File: config.mk
export PLATFORM = sky130hd
export DESIGN_NAME = hip_device_flat
export DESIGN_NICKNAME = d
export VERILOG_FILES = /design/src/shared/hip_pkg.sv /design/src/shared/hip_link_if.sv /design/src/verilog/hip_device.sv /design/src/verilog/hip_sync.sv /design/src/flat_wrapper.sv
export SDC_FILE = /design/constraint.sdc
export NUM_CORES = 1
export LEC_CHECK = 0
export BUFFER_PORTS_ARGS = -buffer_cell sky130_fd_sc_hd__buf_2
export CAP_MARGIN = 20
export CORE_ASPECT_RATIO = 1.75
export CORE_UTILIZATION = 30
export CTS_BUF_LIST = sky130_fd_sc_hd__clkbuf_8 sky130_fd_sc_hd__clkbuf_16
export DETAILED_ROUTE_END_ITERATION = 16
export PLACE_DENSITY_LB_ADDON = 0.25
export SLEW_MARGIN = 20
export SYNTH_ARGS = -nofsm -noshare
export SYNTH_HDL_FRONTEND = slang
export SYNTH_SLANG_ARGS = --single-unit
File: constraint.sdc
create_clock -name clk -period 2.3 [get_ports clk]
set_input_delay 0.46 -clock clk [delete_from_list [all_inputs] [get_ports clk]]
set_output_delay 0.46 -clock clk [all_outputs]
set_load 0.02 [all_outputs]
File: src/shared/hip_pkg.sv
// constants, states and register layouts of the host interface port
package hip_pkg;

  localparam int ADDR_W = 27;
  localparam int BE_W = 4;
  localparam int DATA_W = 32;

  // local word address at which the host sees the host control low register
  localparam logic [ADDR_W-1:0] HCL_WORD = 27'h7FFFFF0;
  localparam int HALT_BIT = 15;
  localparam int IRQ_BIT = 1;
  localparam int FAULT_BIT = 2;
  localparam logic [15:0] HCL_RST = 16'h0000;

  // local clock phase divider: four input clocks per local period
  localparam logic [1:0] PH_RST = 2'h0;

  // controller register word offsets on the avalon side
  localparam logic [2:0] OFS_CTRL = 3'h0;
  localparam logic [2:0] OFS_ADDR = 3'h1;
  localparam logic [2:0] OFS_WDATA = 3'h2;
  localparam logic [2:0] OFS_RDATA = 3'h3;
  localparam logic [2:0] OFS_STAT = 3'h4;
  localparam int CTRL_GO = 0;
  localparam int CTRL_RD = 1;
  localparam int CTRL_BE_LO = 4;
  localparam int STAT_BUSY = 0;
  localparam int STAT_IRQ = 1;
  localparam int STAT_HALTED_SEEN = 2;

  typedef enum logic [2:0] {
    D_IDLE = 3'h0,
    D_CAPT = 3'h1,
    D_RDLCL = 3'h3,
    D_RDSTB = 3'h2,
    D_WRWAIT = 3'h6,
    D_WRLCL = 3'h7,
    D_READY = 3'h5
  } hip_dev_state_t;

  typedef enum logic [2:0] {
    H_IDLE = 3'h0,
    H_SEL = 3'h1,
    H_STRB = 3'h3,
    H_WREL = 3'h2,
    H_WAIT = 3'h6,
    H_REL = 3'h7,
    H_DRAIN = 3'h5
  } hip_host_state_t;

  // merge a bus write into a word under its byte enables
  function automatic logic [31:0] hip_merge(input logic [31:0] old_v,
                                            input logic [31:0] new_v,
                                            input logic [3:0] be);
    logic [31:0] r;
    r = old_v;
    for (int i = 0; i < 4; i++) begin
      if (be[i]) begin
        r[i*8 +: 8] = new_v[i*8 +: 8];
      end
    end
    return r;
  endfunction : hip_merge

endpackage : hip_pkg

File: src/shared/hip_link_if.sv
// pins between the external host and the device host port
`timescale 1ns/10ps
interface hip_link_if;
  import hip_pkg::*;
  logic [ADDR_W-1:0] host_longword_addr;
  logic [BE_W-1:0] host_byte_lane_sel;
  logic host_select_n;
  logic host_rd_strobe_n;
  logic host_wr_strobe_n;
  logic [DATA_W-1:0] host_wdata;
  logic [DATA_W-1:0] host_rdata;
  logic read_latch_strobe;
  logic write_latch_oe;
  logic host_ready_out;
  logic host_irq_out;
  logic local_clock_phase_a;
  logic local_clock_phase_b;

  modport dev (
    input host_longword_addr, host_byte_lane_sel, host_select_n,
    input host_rd_strobe_n, host_wr_strobe_n, host_wdata,
    output host_rdata, read_latch_strobe, write_latch_oe,
    output host_ready_out, host_irq_out,
    output local_clock_phase_a, local_clock_phase_b
  );

  modport hst (
    output host_longword_addr, host_byte_lane_sel, host_select_n,
    output host_rd_strobe_n, host_wr_strobe_n, host_wdata,
    input host_rdata, read_latch_strobe, write_latch_oe,
    input host_ready_out, host_irq_out,
    input local_clock_phase_a, local_clock_phase_b
  );
endinterface : hip_link_if

File: src/verilog/hip_device.sv
// device end of the host interface port
//
// Function
// RL1: byte selects choose bytes of long word
// RL2: select falling captures address and byte selects
// RL3: accesses start only while select asserted
// RL4: select level at reset release picks boot
// RL5: host-present boot halts until halt cleared
// RL6: read latch strobe rises on host reads
// RL7: program irq bit drives host interrupt
// RL8: bus fault or retry may interrupt host
// RL9: write latch enable driven on host writes
// RL10: ready low until access can complete
// RL11: host combines ready with latch strobes
// RL12: host drives read strobe low for reads
// RL13: write strobe rise means data latched
// RL14: host never asserts both strobes together
// RL15: two local phases from input clock
// RL16: local phases offset by quarter period
// RL17: reset sets registers, outputs inactive
// RL18: host address maps onto upper local address
// RL19: host pins synchronised before use
`timescale 1ns/10ps
module hip_device
  import hip_pkg::*;
(
  // clock and reset
  input wire logic clk,
  input wire logic rst,
  // host pins
  hip_link_if.dev link,
  // local memory side
  output logic [ADDR_W-1:0] local_addr_upper,
  output logic [BE_W-1:0] lcl_byte_en,
  output logic lcl_rd,
  output logic lcl_wr,
  output logic [DATA_W-1:0] lcl_wdata,
  input wire logic [DATA_W-1:0] lcl_rdata,
  input wire logic lcl_ack,
  input wire logic bus_fault_event,
  input wire logic lcl_retry,
  // program side
  input wire logic prog_irq_set,
  input wire logic prog_irq_clr,
  output logic cpu_halted,
  output logic boot_host_present
);

  ////////////////////////////////////////////////////////////////////////
  logic sel_n_s;
  logic rd_n_s;
  logic wr_n_s;
  logic wr_n_d_ff;
  logic rst_d_ff;
  logic [1:0] ph_ff;
  logic phase_a_ff;
  logic phase_b_ff;
  hip_dev_state_t state_ff;
  hip_dev_state_t nxt_state;
  logic [ADDR_W-1:0] addr_ff;
  logic [BE_W-1:0] be_ff;
  logic [15:0] hcl_ff;
  logic [DATA_W-1:0] rdata_ff;
  logic strobe_ff;
  logic oe_ff;
  logic ready_ff;
  logic irq_ff;
  logic lcl_rd_ff;
  logic lcl_wr_ff;
  logic [DATA_W-1:0] lcl_wdata_ff;
  logic boot_host_ff;
  logic is_reg;
  logic wr_rise;
  logic reg_wr;

  hip_sync #(.W(3)) u_sync (
    .clk(clk),
    .din({link.host_select_n, link.host_rd_strobe_n,
          link.host_wr_strobe_n}),
    .dout({sel_n_s, rd_n_s, wr_n_s})
  ); // RL19

  ////////////////////////////////////////////////////////////////////////
  // local phases: a quarter-period apart, four clk per local period
  always_ff @(posedge clk) begin
    if (rst) begin
      ph_ff <= PH_RST;
      phase_a_ff <= 1'b0;
      phase_b_ff <= 1'b0;
    end else begin
      ph_ff <= ph_ff + 2'h1; // RL15
      phase_a_ff <= ph_ff[1];
      phase_b_ff <= ph_ff[1] ^ ph_ff[0]; // RL16
    end
  end

  ////////////////////////////////////////////////////////////////////////
  // boot strap caught at the first edge after reset release
  always_ff @(posedge clk) begin
    rst_d_ff <= rst;
    wr_n_d_ff <= wr_n_s;
  end

  always_ff @(posedge clk) begin
    if (rst) begin
      boot_host_ff <= 1'b0;
    end else if (rst_d_ff) begin
      boot_host_ff <= sel_n_s; // RL4
    end
  end

  assign wr_rise = wr_n_s && !wr_n_d_ff;
  assign is_reg = (addr_ff == HCL_WORD);
  assign reg_wr = (state_ff == D_WRLCL) && is_reg;

  ////////////////////////////////////////////////////////////////////////
  always_comb begin
    nxt_state = state_ff;
    case (state_ff)
      D_IDLE: begin
        if (!sel_n_s) begin
          nxt_state = D_CAPT; // RL3
        end
      end
      D_CAPT: begin
        if (sel_n_s) begin
          nxt_state = D_IDLE;
        end else if (!rd_n_s) begin
          nxt_state = D_RDLCL;
        end else if (!wr_n_s) begin
          nxt_state = D_WRWAIT;
        end
      end
      D_RDLCL: begin
        if (is_reg || lcl_ack) begin
          nxt_state = D_RDSTB;
        end
      end
      D_RDSTB: begin
        nxt_state = D_READY;
      end
      D_WRWAIT: begin
        if (wr_rise) begin
          nxt_state = D_WRLCL; // RL13
        end
      end
      D_WRLCL: begin
        if (is_reg || lcl_ack) begin
          nxt_state = D_READY;
        end
      end
      D_READY: begin
        if (sel_n_s && rd_n_s) begin
          nxt_state = D_IDLE;
        end
      end
      default: begin
        nxt_state = D_IDLE;
      end
    endcase
  end

  always_ff @(posedge clk) begin
    if (rst) begin
      state_ff <= D_IDLE; // RL17
    end else begin
      state_ff <= nxt_state;
    end
  end

  ////////////////////////////////////////////////////////////////////////
  // address and byte selects held for the whole access
  always_ff @(posedge clk) begin
    if (rst) begin
      addr_ff <= '0;
      be_ff <= '0;
    end else if (state_ff == D_IDLE && !sel_n_s) begin
      addr_ff <= link.host_longword_addr; // RL2
      be_ff <= link.host_byte_lane_sel; // RL2
    end
  end

  ////////////////////////////////////////////////////////////////////////
  // local bus request; register hits never reach memory
  always_ff @(posedge clk) begin
    if (rst) begin
      lcl_rd_ff <= 1'b0;
      lcl_wr_ff <= 1'b0;
      lcl_wdata_ff <= '0;
    end else begin
      lcl_rd_ff <= (nxt_state == D_RDLCL) && !is_reg && !lcl_ack;
      lcl_wr_ff <= (nxt_state == D_WRLCL) && !is_reg && !lcl_ack;
      if (state_ff == D_WRWAIT && wr_rise) begin
        lcl_wdata_ff <= link.host_wdata; // RL9
      end
    end
  end

  // write latch enable spans the local write
  always_ff @(posedge clk) begin
    if (rst) begin
      oe_ff <= 1'b0;
    end else begin
      oe_ff <= (nxt_state == D_WRLCL); // RL9
    end
  end

  ////////////////////////////////////////////////////////////////////////
  // read data, strobe rises one clock after data is in place
  always_ff @(posedge clk) begin
    if (rst) begin
      rdata_ff <= '0;
      strobe_ff <= 1'b0;
    end else begin
      if (state_ff == D_RDLCL && is_reg) begin
        rdata_ff <= {16'h0000, hcl_ff};
      end else if (state_ff == D_RDLCL && lcl_ack) begin
        rdata_ff <= lcl_rdata;
      end
      strobe_ff <= (state_ff == D_RDSTB) ||
                   (strobe_ff && state_ff == D_READY); // RL6
    end
  end

  // ready only once the access is complete
  always_ff @(posedge clk) begin
    if (rst) begin
      ready_ff <= 1'b0;
    end else begin
      ready_ff <= (nxt_state == D_READY) && (state_ff != D_IDLE); // RL10
    end
  end

  ////////////////////////////////////////////////////////////////////////
  // control register: hardware sets win over host clears
  always_ff @(posedge clk) begin
    if (rst) begin
      hcl_ff <= HCL_RST;
    end else begin
      if (rst_d_ff) begin
        hcl_ff[HALT_BIT] <= sel_n_s; // RL4
      end else if (reg_wr && be_ff[1] && !lcl_wdata_ff[HALT_BIT]) begin
        hcl_ff[HALT_BIT] <= 1'b0; // RL5
      end
      if (prog_irq_set) begin
        hcl_ff[IRQ_BIT] <= 1'b1; // RL7
      end else if (prog_irq_clr ||
                   (reg_wr && be_ff[0] && !lcl_wdata_ff[IRQ_BIT])) begin
        hcl_ff[IRQ_BIT] <= 1'b0;
      end
      if ((state_ff == D_RDLCL || state_ff == D_WRLCL) && !is_reg &&
          (bus_fault_event || lcl_retry)) begin
        hcl_ff[FAULT_BIT] <= 1'b1; // RL8
      end else if (reg_wr && be_ff[0] && !lcl_wdata_ff[FAULT_BIT]) begin
        hcl_ff[FAULT_BIT] <= 1'b0;
      end
    end
  end

  always_ff @(posedge clk) begin
    if (rst) begin
      irq_ff <= 1'b0;
    end else begin
      irq_ff <= hcl_ff[IRQ_BIT] || hcl_ff[FAULT_BIT]; // RL7 RL8
    end
  end

  ////////////////////////////////////////////////////////////////////////
  assign link.host_rdata = rdata_ff;
  assign link.read_latch_strobe = strobe_ff;
  assign link.write_latch_oe = oe_ff;
  assign link.host_ready_out = ready_ff;
  assign link.host_irq_out = irq_ff;
  assign link.local_clock_phase_a = phase_a_ff;
  assign link.local_clock_phase_b = phase_b_ff;
  assign local_addr_upper = addr_ff; // RL18
  assign lcl_byte_en = be_ff; // RL1
  assign lcl_rd = lcl_rd_ff;
  assign lcl_wr = lcl_wr_ff;
  assign lcl_wdata = lcl_wdata_ff;
  assign cpu_halted = hcl_ff[HALT_BIT]; // RL5
  assign boot_host_present = boot_host_ff;

endmodule : hip_device

File: src/verilog/hip_sync.sv
// two flip-flop synchroniser for asynchronous pin levels
`timescale 1ns/10ps
module hip_sync #(
  parameter int W = 3
) (
  // clock
  input wire logic clk,
  // levels
  input wire logic [W-1:0] din,
  output logic [W-1:0] dout
);
  logic [W-1:0] meta_ff;
  logic [W-1:0] sync_ff;

  // left out of reset on purpose: the boot strap must be seen at release
  always_ff @(posedge clk) begin
    meta_ff <= din;
    sync_ff <= meta_ff;
  end

  assign dout = sync_ff;
endmodule : hip_sync

File: src/flat_wrapper.sv
// flat-port wrapper written by rule: the top's interface ports become plain ports
module hip_device_flat import hip_pkg::*;
  (clk, rst, local_addr_upper, lcl_byte_en, lcl_rd, lcl_wr, lcl_wdata, lcl_rdata, lcl_ack, bus_fault_event, lcl_retry, prog_irq_set, prog_irq_clr, cpu_halted, boot_host_present, link_host_longword_addr, link_host_byte_lane_sel, link_host_select_n, link_host_rd_strobe_n, link_host_wr_strobe_n, link_host_wdata, link_host_rdata, link_read_latch_strobe, link_write_latch_oe, link_host_ready_out, link_host_irq_out, link_local_clock_phase_a, link_local_clock_phase_b);
  hip_link_if link_i ();
  input wire logic clk;
  input wire logic rst;
  output logic [ADDR_W-1:0] local_addr_upper;
  output logic [BE_W-1:0] lcl_byte_en;
  output logic lcl_rd;
  output logic lcl_wr;
  output logic [DATA_W-1:0] lcl_wdata;
  input wire logic [DATA_W-1:0] lcl_rdata;
  input wire logic lcl_ack;
  input wire logic bus_fault_event;
  input wire logic lcl_retry;
  input wire logic prog_irq_set;
  input wire logic prog_irq_clr;
  output logic cpu_halted;
  output logic boot_host_present;
  input wire logic [$bits(link_i.host_longword_addr)-1:0] link_host_longword_addr;
  input wire logic [$bits(link_i.host_byte_lane_sel)-1:0] link_host_byte_lane_sel;
  input wire logic [$bits(link_i.host_select_n)-1:0] link_host_select_n;
  input wire logic [$bits(link_i.host_rd_strobe_n)-1:0] link_host_rd_strobe_n;
  input wire logic [$bits(link_i.host_wr_strobe_n)-1:0] link_host_wr_strobe_n;
  input wire logic [$bits(link_i.host_wdata)-1:0] link_host_wdata;
  output wire logic [$bits(link_i.host_rdata)-1:0] link_host_rdata;
  output wire logic [$bits(link_i.read_latch_strobe)-1:0] link_read_latch_strobe;
  output wire logic [$bits(link_i.write_latch_oe)-1:0] link_write_latch_oe;
  output wire logic [$bits(link_i.host_ready_out)-1:0] link_host_ready_out;
  output wire logic [$bits(link_i.host_irq_out)-1:0] link_host_irq_out;
  output wire logic [$bits(link_i.local_clock_phase_a)-1:0] link_local_clock_phase_a;
  output wire logic [$bits(link_i.local_clock_phase_b)-1:0] link_local_clock_phase_b;
  assign link_i.host_longword_addr = link_host_longword_addr;
  assign link_i.host_byte_lane_sel = link_host_byte_lane_sel;
  assign link_i.host_select_n = link_host_select_n;
  assign link_i.host_rd_strobe_n = link_host_rd_strobe_n;
  assign link_i.host_wr_strobe_n = link_host_wr_strobe_n;
  assign link_i.host_wdata = link_host_wdata;
  assign link_host_rdata = link_i.host_rdata;
  assign link_read_latch_strobe = link_i.read_latch_strobe;
  assign link_write_latch_oe = link_i.write_latch_oe;
  assign link_host_ready_out = link_i.host_ready_out;
  assign link_host_irq_out = link_i.host_irq_out;
  assign link_local_clock_phase_a = link_i.local_clock_phase_a;
  assign link_local_clock_phase_b = link_i.local_clock_phase_b;
  hip_device u_core (.clk(clk), .rst(rst), .link(link_i), .local_addr_upper(local_addr_upper), .lcl_byte_en(lcl_byte_en), .lcl_rd(lcl_rd), .lcl_wr(lcl_wr), .lcl_wdata(lcl_wdata), .lcl_rdata(lcl_rdata), .lcl_ack(lcl_ack), .bus_fault_event(bus_fault_event), .lcl_retry(lcl_retry), .prog_irq_set(prog_irq_set), .prog_irq_clr(prog_irq_clr), .cpu_halted(cpu_halted), .boot_host_present(boot_host_present));
endmodule
==> results of run 1 <==
[stage by stage]
stage | hold WS [ps] | total power, µW | std cells | instance area, µm² | util
floorplan | 310 | 2410 | 496 | 4190 | -
global placement | 313 | 2590 | 856 | 5410 | 0.400
detailed placement | 313 | 2600 | 856 | 5410 | 0.400
CTS | 137 | 5080 | 888 | 5970 | 0.441
global route | 138 | 5220 | 889 | 5980 | 0.442
finish | 163 | 4990 | 889 | 5980 | 0.442
[power by group]
| group | switching [µW] | internal, µW |
|---|---|---|
| clock | 956 | 1480 |
| sequential | 47.0 | 2120 |
| combinational | 229 | 155 |
[kinds of logic (layout without fill, tap and decap cells)]
kind of cell           after synthesis  after routing  share of synthesized area
AND/OR/NAND/NOR                    220            220                      0.228
flip-flops                         119            119                      0.568
AO/OA/AOI/OAI                      117            117                      0.163
buffers and inverters               39            258                     0.0391
XOR/XNOR                             1              1                    0.00209
[state kept, by name (all words and copies together), names as in the netlist]
register                         cells
u_core.lcl_wdata                    32
u_core.link.local_clock_phase_b      1
u_core.link.host_rdata              32
u_core.rst_d_ff                      1
u_core.u_sync.meta_ff                3
u_core.link.read_latch_strobe        1
u_core.boot_host_present             1
u_core.lcl_rd                        1
u_core.state_ff                      3
u_core.wr_n_d_ff                     1
u_core.local_addr_upper             27
u_core.ph_ff                         1
u_core.lcl_wr                        1
u_core.link.local_clock_phase_a      1
u_core.link.write_latch_oe           1
u_core.u_sync.dout                   3
u_core.lcl_byte_en                   4
u_core.hcl_ff                        3
u_core.link.host_irq_out             1
u_core.link.host_ready_out           1
[worst min path at each step]
stage	to	depth (start not counted)
floorplan	u_core.u_sync.dout[0]	0
global placement	u_core.u_sync.dout[0]	0
detailed placement	u_core.u_sync.dout[2]	0
CTS	u_core.u_sync.meta_ff[1]	1
global route	u_core.u_sync.meta_ff[1]	1
finish	u_core.u_sync.meta_ff[1]	1
[routing by layer]
metal	vias to the layer above	wire, µm	global-route usage
met5	-	0	0
met4	0	269	0.0824
met3	14	681	0.0478
met2	146	6750	0.325
met1	1896	4720	0.183
li1	2081	-	-
[final cells by class]
cell class                 count  area, µm²  area share
tap                          174        218      0.0364
clock buffer                  17        425      0.0712
multi-input combinational    338       1670       0.279
timing repair buffer         220       1130       0.189
inverter                       6       22.5     0.00377
clock inverter                15        133      0.0222
sequential                   119       2380       0.399
[synthesized netlist by cell type, types with 2 or more instances]
cell,number
inv_1,6
nand2_1,168
and2_1,2
nor2b_1,2
buf_4,2
a21oi_1,85
a311oi_1,2
clkbuf_1,27
nand3_1,7
nand2b_1,3
a22o_1,14
o211ai_1,2
dfxtp_1,119
nand4_1,7
nor2_1,16
buf_2,2
nor4_1,3
a221oi_1,2
o21ai_0,4
[worst max-delay path: cells and delay by family (launching register included)]
kind / cells / cell delay (ps)
flip-flops: 1 / 320
AND/OR/NAND/NOR: 4 / 1430
AO/OA/AOI/OAI: 1 / 270
==> impl_metrics.yaml, run 1 <==
status:
  status: "completed"
global_route:
  grt_pass1_vias: 4053
  antenna_found_initial: 0
  grt_max_degree: 34
  track_usage: 0.176
  grt.overflow.total: 0
  grt_pass1_wl_mm: 19.7
logic_synthesis:
  yosys_warnings: 0
  synthCells: 496
  yosysTopAreaCell: "dfxtp_1"
  async_flop_share: 0
  synth-edff-count: 0
  syn_area_per_cell_um2: 8.45
  yosys_register_bits: 119
  ys_seq_area_frac: 0.568
  ys.flop_type: "dfxtp_1"
  synth_top_area_share: 0.568
  synth_area_leaders: "dfxtp_1, nand2_1, a21oi_1, a22o_1, clkbuf_1"
  synth_fp_nets: 601
  netlist_area_um2: 4190
  ys_types: 42
critical_path:
  r2r_end: "u_core.link.host_rdata[10]"
  cp_cell_sequence: "or4b_4 -> nor4_4 -> and2_1 -> nor3_2 -> a22o_1"
  critPathCaptureType: "flop"
  start_kind: "flop"
  rr_worst_depth: 5
  endpoint: "u_core.link.host_rdata[10]"
  crit_type: "flop to flop"
  crit_fanout: 13
  crit_required_ps: 2580
  worst_ep_arrival_time_ps: 2430
  cpMaxStageDelayCell: "or4b_4"
  cp-startpoint: "u_core.local_addr_upper[0]"
  critPathMaxStageDelay_ps: 550
  r2r_slack_ps: 150
  r2r_start: "u_core.local_addr_upper[0]"
place:
  pre_cts_ws_ps: 170
  dp_hpwl_mm: 9.24
  numPortBuffers: 209
  gp_congestion: 0.789
power_and_ir_drop:
  powerDensity_nw_per_um2: 835
  irDropWorstVdd_mv: 0.535
  p_leak_uw: 0.00270
drt:
  dr.pass1.iters: 4
  vias: 4137
  postRouteWirelength_mm: 12.4
  detail_route.iter0.violations: 175
  drtAntennaViolNets: 0
  drc: 0
  vias_per_cell: 4.65
  wl_per_cell_um: 14.0
clock_network:
  cts_repair_resize_count: 0
  post-cts-setup-buffers: 0
  cts_buffers: 17
  postCtsHoldBufs: 0
  cts_sinks: 119
  cts_tree: "done"
  clkTransAtPathRegs_ps: 60
  clkLatencyLatePin_ps: 400
  htree_levels: 4
  cts_root_buf: "clkbuf_16"
  clockBufferDepth: 2
sta:
  finalCritPeriodShare: 0.933
  layout_setup_ws_ps: 154
  rsz0062_at_grt: "no"
  setup_viol: 0
  relSlewSlack: 0.454
  final.min_clock_period_ps: 2150
  fin_skew_ps: 10.8
  final-max-slew-violation-count: 0
  worst_slew_pin_slew_ps: 814
  fin_tns_setup_ps: 0
  clock.fmax_ghz: 0.466
  hold_violations: 0
finish:
  drive_gt1_frac: 0.366
  final_cell_mix: "buf_2, nand2_1, dfxtp_1, a21oi_1, clkbuf_16"
  final_common_cell: "buf_2"
  area_growth_pct: 42.6
  n_fill_cell: 1392
  n_antenna_cell: 0
  nets: 807
hold_path:
  min_from: "link_host_rd_strobe_n"
  min_path_type: "input pin to flop"
die:
  core_um2: 13500
  ios: 210
  num_rows: 56
  die_y_um: 158
  start_util: 0.310
  die_w_um: 91.4
  dieArea_um2: 14500
run:
  maxCapViolations: 0
No activity file was read; power rests on OpenSTA's default activity.
==> run 2, diff against run 1 <==
Settings changed: MAX_ROUTING_LAYER from default to met4.
==> run 2 against run 1 <==
Against the previous run:
- non-clock buffer count stayed put
- core utilization unchanged
- setup slack improved by 5.8 ps
- via count fell by 0.29%
- die area unchanged
- largest power group unchanged
==> impl_metrics.yaml, run 2 (synthesis gave the netlist of run 1 again) <==
sta:
  hold_violations: 0
  fin_skew_ps: 11.3
  finalCritPeriodShare: 0.931
  rsz0062_at_grt: "no"
  clock.fmax_ghz: 0.467
  final-max-slew-violation-count: 0
  layout_setup_ws_ps: 159
  final.min_clock_period_ps: 2140
  relSlewSlack: 0.437
  fin_tns_setup_ps: 0
  worst_slew_pin_slew_ps: 841
  setup_viol: 0
critical_path:
  crit_type: "flop to flop"
  start_kind: "flop"
  critPathMaxStageDelay_ps: 550
  cpMaxStageDelayCell: "or4b_4"
  critical_path_buf_inv_count: 0
  critPathCaptureType: "flop"
  crit_required_ps: 2590
  crit_fanout: 13
  worst_ep_arrival_time_ps: 2430
  worst_path_dominant_cell_family: "simple AND/OR/NAND/NOR gates"
  cp_cell_sequence: "or4b_4 -> nor4_4 -> and2_1 -> nor3_2 -> a22o_1"
finish:
  postLayoutCellArea_um2: 5980
  area_growth_pct: 42.6
  final_cell_mix: "buf_2, nand2_1, dfxtp_1, a21oi_1, clkbuf_16"
  final_util: 0.442
  n_antenna_cell: 0
  nets: 807
  drive_gt1_frac: 0.366
  final_common_cell: "buf_2"
clock_network:
  cts_sinks: 119
  htree_levels: 4
  cts_tree: "done"
  cts_buffers: 17
  clkTransAtPathRegs_ps: 60
  post-cts-setup-buffers: 0
  cts_repair_resize_count: 0
  cts_root_buf: "clkbuf_16"
  postCtsHoldBufs: 0
  clkLatencyLatePin_ps: 400
  clockBufferDepth: 2
power_and_ir_drop:
  seqPwrFrac: 0.434
  powerDensity_nw_per_um2: 836
  p_sw_uw: 1240
  combPwrFrac: 0.077
  clkPwrFrac: 0.489
  p_leak_uw: 0.00270
  power.share.switching: 0.248
  p_int_uw: 3760
  irDropWorstVdd_mv: 0.538
drt:
  postRouteWirelength_mm: 12.4
  detail_route.iter0.violations: 213
  vias_per_cell: 4.64
  wl_per_cell_um: 14.0
  dr.pass1.iters: 4
  drtAntennaViolNets: 0
  drc: 0
  vias: 4125
die:
  ios: 210
  dieArea_um2: 14500
  num_rows: 56
  start_util: 0.310
  die_w_um: 91.4
  core_um2: 13500
  die_y_um: 158
global_route:
  grt.overflow.total: 0
  antenna_found_initial: 0
  track_usage: 0.181
  grt_pass1_vias: 4047
  grt_max_degree: 34
  grt_pass1_wl_mm: 19.7
place:
  place_area_um2: 5410
  numPortBuffers: 209
  gp_congestion: 0.800
  pre_cts_ws_ps: 170
  dp_hpwl_mm: 9.24
run:
  maxCapViolations: 0
status:
  status: "completed"
hold_path:
  min_path_type: "input pin to flop"
==> run 2: cell counts in the layout (fill, tap and decap cells not counted) <==
Identical to the previous run, type by type.
==> run 2: power groups by stage <==
stage	Clock [µW]	Sequential, µW	Combinational [µW]
floorplan	0	2260	147
global placement	0	2210	380
detailed placement	0	2210	386
CTS	2520	2170	387
global route	2620	2180	423
finish	2440	2170	385
==> run 2: per-layer routing <==
layer,vias to the layer above,global-route usage,share of wire
li1,2079,-,-
met2,148,0.325,0.54
met4,0,0.0779,0.022
met5,-,-,0
met3,17,0.0492,0.053
met1,1881,0.186,0.38
==> run 2: cell type report <==
| type | instances | area (µm²) |
|---|---|---|
| Inverter | 6 | 22.5 |
| Fill cell | 1394 | 7550 |
| Timing Repair Buffer | 220 | 1130 |
| Clock buffer | 17 | 425 |
| Sequential cell | 119 | 2380 |
| Tap cell | 174 | 218 |
| Multi-Input combinational cell | 338 | 1670 |
| Clock inverter | 15 | 133 |
==> run 2: final timing paths <==
kind	from	to	slack, ps	cells past startpoint
worst min-delay path	link_host_rd_strobe_n	u_core.u_sync.meta_ff[1]	160	1
worst max register to register	u_core.local_addr_upper[0]	u_core.link.host_rdata[10]	160	5
worst max-delay path	u_core.local_addr_upper[0]	u_core.link.host_rdata[10]	160	5
worst min register to register	u_core.u_sync.meta_ff[2]	u_core.u_sync.dout[2]	330	0
==> run 2: through the flow <==
step                      hold WS [ps]  std cells  power [µW]
final                              162        889        5000
after floorplan                    310        496        2410
after detailed placement           313        856        2600
after global placement             313        856        2590
after CTS                          137        888        5080
after global routing               135        889        5230
